<file path="src/core/lsd_pkg.sv">
// Purpose: shared constants for leader selection and dynamic priority
// Assumes: single 100 MHz clock domain
// Notes: clock quality codes and transport ports are fixed values
package lsd_pkg;
	localparam int unsigned CLK_MHZ = 100;
	localparam logic [7:0] PRIO_MAX = 8'hff;
	localparam logic [7:0] PRIO1_ELIG_MAX = 8'h80;
	localparam logic [7:0] PRIO2_RESET = 8'h80;
	localparam logic [7:0] CLASS_LOCKED = 8'h06;
	localparam logic [7:0] CLASS_HOLDOVER = 8'h07;
	localparam logic [7:0] ACC_LOCKED = 8'h21;
	localparam logic [7:0] ACC_HOLDOVER = 8'h26;
	localparam logic [15:0] VARIANCE_CONST = 16'h3a00;
	localparam logic [15:0] UDP_EVENT_PORT = 16'h013f;
	localparam logic [15:0] UDP_GENERAL_PORT = 16'h0140;
	localparam logic [3:0] IP_VERSION = 4'h4;
	localparam logic [15:0] MAC_ID_FILL = 16'hfffe;
	localparam int unsigned DS_W = 112;
	localparam int unsigned ID_W = 64;
	localparam int unsigned DLY_MULT = 2;
	localparam logic [7:0] DLY_MULT_8 = 8'h02;
	typedef enum logic [1:0] {
		LSD_MODE_OC = 2'b00,
		LSD_MODE_LEADER = 2'b01,
		LSD_MODE_FOLLOWER = 2'b10
	} lsd_mode_type;
	typedef enum logic [1:0] {
		LSD_DP_IDLE = 2'b00,
		LSD_DP_WAIT = 2'b01,
		LSD_DP_APPLIED = 2'b10,
		LSD_DP_CLEARED = 2'b11
	} lsd_dp_state_type;
endpackage

</file>
<file path="src/core/lsd_leader_select.sv">
// Purpose: leader selection and dynamic priority for one timing instance
// Assumes: received announce datasets arrive as one-cycle strobes
// Notes: best foreign dataset held until cleared; no aging of candidates
`timescale 1ns/1ps
module lsd_leader_select #(
	parameter int unsigned TMR_W = 40
) (
	input wire logic i_mclk,
	input wire logic i_rst_b,
	input wire logic [1:0] i_mode,
	input wire logic [7:0] i_prio1_base,
	input wire logic i_prio2_load,
	input wire logic [7:0] i_prio2_val,
	input wire logic [47:0] i_mac,
	input wire logic i_ref_locked,
	input wire logic i_dyn_en,
	input wire logic i_dyn_sel_p2,
	input wire logic [7:0] i_dyn_offset,
	input wire logic i_dyn_reset,
	input wire logic [31:0] i_ann_period_cyc,
	input wire logic [7:0] i_ann_timeout_cnt,
	input wire logic i_ann_valid,
	input wire logic [lsd_pkg::DS_W-1:0] i_ann_ds,
	input wire logic i_foreign_clear,
	output logic o_active,
	output logic o_eligible,
	output logic o_offset_applied,
	output logic [7:0] o_adv_prio1,
	output logic [7:0] o_adv_prio2,
	output logic [7:0] o_adv_class,
	output logic [7:0] o_adv_accuracy,
	output logic [15:0] o_adv_variance,
	output logic [lsd_pkg::ID_W-1:0] o_adv_identity,
	output logic [15:0] o_udp_event_port,
	output logic [15:0] o_udp_general_port,
	output logic [3:0] o_ip_version
);
	logic [7:0] prio2_base_r;
	logic [lsd_pkg::DS_W-1:0] best_r;
	logic best_valid_r;
	logic active_r;
	logic applied_r;
	logic cleared_r;
	logic [lsd_pkg::ID_W-1:0] own_id;
	logic [lsd_pkg::DS_W-1:0] own_ds;
	logic [lsd_pkg::DS_W-1:0] own_base_ds;
	logic ann_better;
	logic own_better;
	logic eligible;
	logic active_nxt;
	logic tmr_done;
	logic [7:0] dyn_prio;
	logic [7:0] class_v;
	logic [7:0] acc_v;

	// eui-64 from mac
	assign own_id = {i_mac[47:24], lsd_pkg::MAC_ID_FILL, i_mac[23:0]};
	assign class_v = i_ref_locked ? lsd_pkg::CLASS_LOCKED : lsd_pkg::CLASS_HOLDOVER;
	assign acc_v = i_ref_locked ? lsd_pkg::ACC_LOCKED : lsd_pkg::ACC_HOLDOVER;

	// saturating subtract of the selected priority
	always_comb begin
		logic [7:0] base;
		base = i_dyn_sel_p2 ? prio2_base_r : i_prio1_base;
		dyn_prio = (base > i_dyn_offset) ? base - i_dyn_offset : 8'h00;
	end

	always_comb begin
		o_adv_prio1 = i_prio1_base;
		o_adv_prio2 = prio2_base_r;
		if (applied_r && active_r) begin
			if (i_dyn_sel_p2) begin
				o_adv_prio2 = dyn_prio;
			end else begin
				o_adv_prio1 = dyn_prio;
			end
		end
	end

	assign own_ds = {o_adv_prio1, class_v, acc_v, lsd_pkg::VARIANCE_CONST, o_adv_prio2, own_id};
	// reference dataset with no offset, only watched by the checks below
	assign own_base_ds = {i_prio1_base, class_v, acc_v, lsd_pkg::VARIANCE_CONST, prio2_base_r, own_id};
	// follower-only and out-of-range prio1 lock the instance out of leading
	assign eligible = (i_prio1_base <= lsd_pkg::PRIO1_ELIG_MAX) &&
		(lsd_pkg::lsd_mode_type'(i_mode) != lsd_pkg::LSD_MODE_FOLLOWER);

	lsd_compare u_cmp_ann (
		.i_a(i_ann_ds),
		.i_b(best_r),
		.o_a_better(ann_better)
	);
	lsd_compare u_cmp_own (
		.i_a(own_ds),
		.i_b(best_r),
		.o_a_better(own_better)
	);

	always_ff @(posedge i_mclk or negedge i_rst_b) begin
		if (!i_rst_b) begin
			prio2_base_r <= lsd_pkg::PRIO2_RESET;
		end else if (i_prio2_load) begin
			prio2_base_r <= i_prio2_val;
		end
	end

	// best foreign dataset, decided locally from announces only
	always_ff @(posedge i_mclk or negedge i_rst_b) begin
		if (!i_rst_b) begin
			best_r <= '1;
			best_valid_r <= 1'b0;
		end else if (i_ann_valid && (ann_better || !best_valid_r)) begin
			best_r <= i_ann_ds;
			best_valid_r <= 1'b1;
		end else if (i_foreign_clear) begin
			best_r <= '1;
			best_valid_r <= 1'b0;
		end
	end

	// own dataset vs best foreign; with none present an eligible instance leads
	assign active_nxt = eligible && (!best_valid_r || own_better);

	always_ff @(posedge i_mclk or negedge i_rst_b) begin
		if (!i_rst_b) begin
			active_r <= 1'b0;
		end else begin
			active_r <= active_nxt;
		end
	end

	lsd_dyn_timer #(
		.CNT_W(TMR_W)
	) u_tmr (
		.i_mclk(i_mclk),
		.i_rst_b(i_rst_b),
		.i_run(active_r && i_dyn_en && !applied_r && !cleared_r),
		.i_period_cyc(i_ann_period_cyc),
		.i_timeout_cnt(i_ann_timeout_cnt),
		.o_done(tmr_done)
	);

	// manual reset holds offset off until the lead is lost or i_dyn_en drops
	always_ff @(posedge i_mclk or negedge i_rst_b) begin
		if (!i_rst_b) begin
			applied_r <= 1'b0;
			cleared_r <= 1'b0;
		end else if (!active_r || !i_dyn_en) begin
			applied_r <= 1'b0;
			cleared_r <= 1'b0;
		end else if (i_dyn_reset) begin
			applied_r <= 1'b0;
			cleared_r <= 1'b1;
		end else if (tmr_done) begin
			applied_r <= 1'b1;
		end
	end

	assign o_active = active_r;
	assign o_eligible = eligible;
	assign o_offset_applied = applied_r;
	assign o_adv_class = class_v;
	assign o_adv_accuracy = acc_v;
	assign o_adv_variance = lsd_pkg::VARIANCE_CONST;
	assign o_adv_identity = own_id;
	assign o_udp_event_port = lsd_pkg::UDP_EVENT_PORT;
	assign o_udp_general_port = lsd_pkg::UDP_GENERAL_PORT;
	assign o_ip_version = lsd_pkg::IP_VERSION;
endmodule

</file>
<file path="src/core/lsd_compare.sv">
// Purpose: ordered dataset comparison of two candidate leaders
// Assumes: datasets packed prio1,class,acc,var,prio2,identity msb first
// Notes: purely combinational; smaller value wins at every step
`timescale 1ns/1ps
module lsd_compare (
	input wire logic [lsd_pkg::DS_W-1:0] i_a,
	input wire logic [lsd_pkg::DS_W-1:0] i_b,
	output logic o_a_better
);
	// packed msb-first order makes one unsigned compare equal to the field-by-field walk
	assign o_a_better = i_a < i_b;
endmodule

</file>
<file path="src/core/lsd_dyn_timer.sv">
// Purpose: settling delay counter before dynamic offset is applied
// Assumes: announce period given in clock cycles
// Notes: target recomputed from live inputs; restart clears the count
`timescale 1ns/1ps
module lsd_dyn_timer #(
	parameter int unsigned CNT_W = 40
) (
	input wire logic i_mclk,
	input wire logic i_rst_b,
	input wire logic i_run,
	input wire logic [31:0] i_period_cyc,
	input wire logic [7:0] i_timeout_cnt,
	output logic o_done
);
	logic [CNT_W-1:0] cnt_r;
	logic [CNT_W-1:0] target;
	// widen before multiplying so the product is not cut at 32 bits
	assign target = CNT_W'(i_period_cyc) * CNT_W'(i_timeout_cnt) * CNT_W'(lsd_pkg::DLY_MULT_8);
	always_ff @(posedge i_mclk or negedge i_rst_b) begin
		if (!i_rst_b) begin
			cnt_r <= '0;
		end else if (!i_run) begin
			cnt_r <= '0;
		end else if (cnt_r < target) begin
			cnt_r <= cnt_r + CNT_W'(1);
		end
	end
	assign o_done = i_run && (cnt_r >= target);
endmodule

</file>
<file path="config.mk">
export PLATFORM = sky130hd
export DESIGN_NAME = lsd_leader_select
export DESIGN_NICKNAME = d
export VERILOG_FILES = /design/src/core/lsd_pkg.sv /design/src/core/lsd_leader_select.sv /design/src/core/lsd_compare.sv /design/src/core/lsd_dyn_timer.sv
export SDC_FILE = /design/constraint.sdc
export NUM_CORES = 1
export LEC_CHECK = 0
export BUFFER_PORTS_ARGS = -buffer_cell sky130_fd_sc_hd__clkbuf_2
export CAP_MARGIN = 15
export CORE_ASPECT_RATIO = 1.5
export CORE_UTILIZATION = 30
export DETAILED_ROUTE_END_ITERATION = 16
export GPL_ROUTABILITY_DRIVEN = 1
export GPL_TIMING_DRIVEN = 1
export PLACE_DENSITY = 0.58
export SYNTH_ARGS = -nofsm -noshare
export SYNTH_HDL_FRONTEND = slang
export SYNTH_HIERARCHICAL = 1
export SYNTH_SLANG_ARGS = --single-unit
</file>
<file path="constraint.sdc">
create_clock -name i_mclk -period 3.8 [get_ports i_mclk]
set_input_delay 0.19 -clock i_mclk [delete_from_list [all_inputs] [get_ports i_mclk]]
set_output_delay 0.19 -clock i_mclk [all_outputs]
set_load 0.05 [all_outputs]
</file>
Word level (Yosys, flattened, before mapping)
Index checks and enable logic that the tools add are counted.
- register bits after elaboration: 164
- output and inout bits: 151
- word-level logic and storage cells: 56
- order comparisons: 6
- $mul: 1
- equality and inequality tests: 2
- multiplexer cells: 19
- reduce and logical (&&, ||, !) cells: 19
- $add $sub $neg: 2
- operators by type and width (operator ; count):
    $lt A112 B112 Y1 ; 2
    $mux W112 ; 2
    $mux W40 ; 2
    $mux W8 ; 6
    $add A40 B1 Y40 const B ; 1
    $ge A40 B40 Y1 ; 1
    $lt A40 B40 Y1 ; 1
    $mul A32 B8 Y39 ; 1
    $gt A8 B8 Y1 ; 1
    $le A8 B8 Y1 const B ; 1
    $logic_and A1 B1 Y1 ; 8
    $mux W1 ; 8
    $sub A8 B8 Y8 ; 1
    $logic_not A1 Y1 ; 5
    $ne A2 B2 Y1 const B ; 2
    $reduce_bool A2 Y1 ; 2
    $logic_or A1 B1 Y1 ; 3
    $mux W3 ; 1
    $reduce_bool A3 Y1 ; 1

Logic depth before layout (Yosys ltp)
- word-level depth: 8
- mapped depth: 31
- gate-level depth less buffers: 28

Modules after synthesis
The synthesis kept the hierarchy.
- by module, submodules not included (module ; seq. area each (um2) ; cells each ; times used ; area an instance (um2)):
    lsd_dyn_timer ; 1001.0 ; 1290 ; 1 ; 11222.0
    lsd_leader_select ; 3244.4 ; 777 ; 1 ; 6766.5
    lsd_compare ; 0.0 ; 397 ; 2 ; 2785.2

Worst setup path after synthesis
Ideal clock, no wire load.
- kind: input -> register
- start: input port i_ann_timeout_cnt[7]
- end: register u_tmr.cnt_r[25]
- library setup time: 0.137 ns
- data required time: 3.663 ns
- cell stages on the path: 29
- path slack: -3.068 ns
- data arrival time: 6.731 ns
- cell sequence: clkbuf_1 > nand2_1 > fa_1 > fa_1 > inv_1 > fa_1 > inv_1 > fa_1 > inv_1 > ha_1 > a21oi_1 > o211ai_1 > a221o_1 > o21ai_1 > a21oi_1 > o21ai_1 > a21oi_1 > a2111oi_0 > ha_1 > a21o_1 > a21o_1 > a21oi_1 > o21ai_1 > a21o_1 > or3_1 > buf_6 > buf_6 > o311ai_2 > o41ai_2
- longest elaborated chain between the ends: 3
- ends and longest elaborated chain (element ; RTL line ; RTL):
    start: declaration ; lsd_leader_select.sv:21 ; input wire logic [7:0] i_ann_timeout_cnt,
    $mul A32 B8 Y39 ; lsd_dyn_timer.sv:18 ; assign target = CNT_W'(i_period_cyc) * CNT_W'(i_timeout_cnt) * CNT_W'(lsd_pkg::DLY_MULT_8);
    $lt A40 B40 Y1 ; lsd_dyn_timer.sv:24 ; end else if (cnt_r < target) begin
    $ne A2 B2 Y1 (no source line) ; - ;
    end signal: assignment ; lsd_dyn_timer.sv:25 ; cnt_r <= cnt_r + CNT_W'(1);
    end: declaration ; lsd_dyn_timer.sv:15 ; logic [CNT_W-1:0] cnt_r;
Every way passes these cells.
A chain may end at the register's enable or synchronous reset.

Worst setup path after layout
- start: input port i_ann_timeout_cnt[4]
- end: register u_tmr.cnt_r[26]
Same word-level chain as after synthesis.

==> results.md <==
- The total wire length is 70000 um.
- In the synthesized netlist, the number of instances is 2861.
- The placer's final routability congestion estimate is 0.833.
- For this design, the slowest cell found on the critical path is fa_1.
- The cell sitting at the root of the clock tree is a clkbuf_16.
- The fmax is 151 MHz.
- The tool flagged a number of max-cap violations equal to 0.
- Once placement finished, the instance area stood at 28100 um^2.
- In this run, the number of DRC markers left after iteration 0 of detailed routing was 585.
- The critical path capture point type is a flop.
- The launch point of the worst path is i_ann_timeout_cnt[4].
- The number of I/O port buffers is 305.
- The area growth from synthesis to layout is 33.4%.
- The post-route clock skew is 0.0154 ns.
- The count of final max-slew check failures came to 0.
- The height of the die is 345 um.
- The mapped netlist covers 23600 um^2.
- The total number of yosys warnings is 6.
- Setup repair after global routing could not meet its margin everywhere.
- The reg-to-reg endpoint is o_active.
- The die width is 231 um.
- The fraction of registers with async set or reset after synthesis is 100%.
- After routing, the total negative slack on setup checks comes to -108.38 ns.
- The maximum number of pins on one net before global-route repair is 79.
- Of all nets on the critical path, the largest fanout is 8.
- The first global-routing pass estimated 109000 um of wire.
- The core region is 77600 um^2.
- The number of hold violations in the final report is 0.
- The total number of vias is 21.3k.
- The end point of the critical path is u_tmr/cnt_r[26].
- The slack of the worst reg-to-reg path is 0.17 ns.
- The analysis attributes to cell leakage a power of 16.4 nW.
- Cells with a size suffix above 1 make up 27.2% of the layout.
- The most used flip-flop cell after synthesis is dfstp_2.
- The worst setup path is launched from an input pin.
- The number of buffers created by CTS is 17.
- Summed over all nets, the half-perimeter wirelength after detailed placement is 54500 um.
- CTS saw 164 sinks.
- Yosys mapped the design onto 80 distinct sky130hd cell types.
- Dividing total power by cell area gives a power density of 483 nW/um^2.
- Cells fill 40.5% of the core in the end.
- The number of cells on the worst reg-to-reg path is 17.
- At the pin with the least slew margin, the transition time is 0.972 ns.
- The clock reaches the later pin of the worst-skew pair after 0.45 ns.
- Headroom to the max-slew limit came out at 35.2%.
- The via count of the first global-routing pass is 21.6k.
- The flow ran to the end, but the final reports show violations.
- The worst setup slack after layout is -2.81 ns.
- In the final design database the tool counted 4249 nets.
- After routing the design area is 31400 um^2.
- The number of iterations in the first detailed-routing pass is 5.
- For this run the aggregate overflow at the end of global routing stands at 0.
- The final hold slack is 0.0269 ns.
- The register clock-pin slew on the reported worst setup and hold paths is 0.07 ns.
- The worst min-delay path class is input pin to flop.
- The per-instance average area after synthesis is 8.23 um^2.
- The CTS tree is done.
- For this run, design rule violations remaining after detail routing come to 0.
- At the worst endpoint, the required time is 4.17 ns.
- The worst register-to-register path begins at prio2_base_r[2].
- The most numerous cell type found on the critical path is fa_1.
- The routed length per instance is 15.4 um.
- The critical path is of the input pin to flop type.
- The antenna violation net count after detailed routing is 0.
- The maximum vdd ir drop is 307 uV.
- The effective utilization at floorplan is 30.4%.
- The initial antenna violation count is 5.
- The die covers 79700 um^2.
- The biggest cell delay along the critical path is 0.56 ns.
- The checks that failed: setup timing.
- In the routed layout, each cell is associated on average with a via count of 4.68.
- The number of placement rows is 125.
- The combined global-route utilization of all metal layers is 17.1%.
- The number of enable flip-flop cells after synthesis is 0.
- After synthesis the netlist holds a flip-flop and latch count of 164.
- The number of levels in the clock H-tree is 4.
- The smallest clock period supported by the final layout is computed as 6.61 ns.
- Setup violations remaining at the end of the flow were counted as 41.
- The share of the Yosys chip area taken by registers is 18.0%.
- The ratio of final minimum period to clock period is 174%.
- Overall power consumption after layout is estimated at 0.0152 W.
- 386 I/O pins were placed.
- The buffer levels on the longest clock path is 2.
- The data arrival time of the critical path is 6.98 ns.
==> critical path: cells and delay by family <==
family / cells / cell delay, ns
fa+ha+maj: 6 / 2.51
compound gates: 10 / 1.98
mux: 1 / 0.20
simple gates: 5 / 1.24
buf+inv: 7 / 0.83
==> worst min-delay path by stage <==
stage	start	endpoint	cells after the start
3_5_place_dp	i_rst_b	u_tmr/cnt_r[38]	1
6_report	i_ann_ds[100]	best_r[100]	3
3_3_place_gp	i_rst_b	u_tmr/cnt_r[39]	1
2_1_floorplan	i_rst_b	best_valid_r	0
4_1_cts	i_ann_ds[105]	best_r[105]	3
5_1_grt	i_ann_ds[105]	best_r[105]	3
==> state kept, by name, summed over array words and instances (netlist names) <==
signal            cells
prio2_base_r          8
best_valid_r          1
o_active              1
cleared_r             1
best_r              112
o_offset_applied      1
u_tmr/cnt_r          40
==> what timing repair did <==
item / in CTS / in global routing
endpoints found under the hold margin: 161 / 0
hold buffers: 119 / 0
resized for setup: 77 / 92
buffers inserted: 19 / 19
endpoints found under the setup margin: 42 / 42
pin swaps: 37 / 73
cloned: 10 / 7
==> logic make-up after synthesis <==
logic type	Yosys count	synth area share, %
muxes	38	1.70
and+or+nand+nor	923	19.6
DFF	164	18.0
buffers and inverters	679	13.1
other	2	0.0319
AOI/OAI and AO/OA	512	13.6
xor gates and xnor gates	34	1.26
adders and majority gates	509	32.8
==> stage by stage <==
stage               std cells  setup slack [ns]
CTS                      4510             -2.67
global placement         4331             -3.46
detailed placement       4331             -3.44
floorplan                2983             -2.47
finish                   4537             -2.81
global route             4537             -3.01
==> per-layer routing <==
layer  vias to the layer above  share of wire [%]  track usage, %
li1                      10511                  -               -
met1                     10108                 37            17.7
met2                       489                 54            33.5
met3                       144                3.3            2.06
met4                         2                5.3            7.66
met5                         -              0.019               0
==> where the power goes <==
part / leakage (nW) / switching (W) / total [W] / internal, W
clock: 0.297 / 0.000808 / 0.00191 / 0.00110
combinational: 14.2 / 0.00571 / 0.0111 / 0.00543
sequential: 1.88 / 0.000123 / 0.00213 / 0.00201
==> Yosys cell counts, types with 17 or more instances <==
cell,number,share of area [%]
inv_1,454,7.2
a21oi_1,243,5.2
nand2_1,206,3.3
nand4_1,61,1.6
dfstp_2,113,13
ha_1,329,17
nor4_1,20,0.53
xnor2_1,20,0.74
nor3_1,17,0.36
and2_1,204,5.4
fa_1,180,15
nand2b_1,32,0.85
clkbuf_1,72,1.1
dfrtp_1,51,5.4
nand3_1,39,0.83
a21o_1,62,2.0
mux2i_1,22,0.93
nor2_1,282,4.5
buf_4,134,4.3
o21ai_0,63,1.3
==> cell usage in the layout (no fill, tap or decap), drive strengths merged, types with 124 or more instances in the layout <==
cell type  instances
a21oi            245
clkbuf           328
nor2             283
buf              301
nand2            206
ha               329
conb             124
fa               180
inv              457
and2             204
==> final cells by class <==
class	instances	area, um^2
diodes	4	10.0
clock buffers	22	475
clock inverters	9	141
fillers	7790	46200
inverters	455	1710
multi-input cells	2140	17900
flip-flops and latches	164	4250
well taps	1016	1270
repair buffers	727	5670
Note: power is estimated with default switching activity, not from simulation.
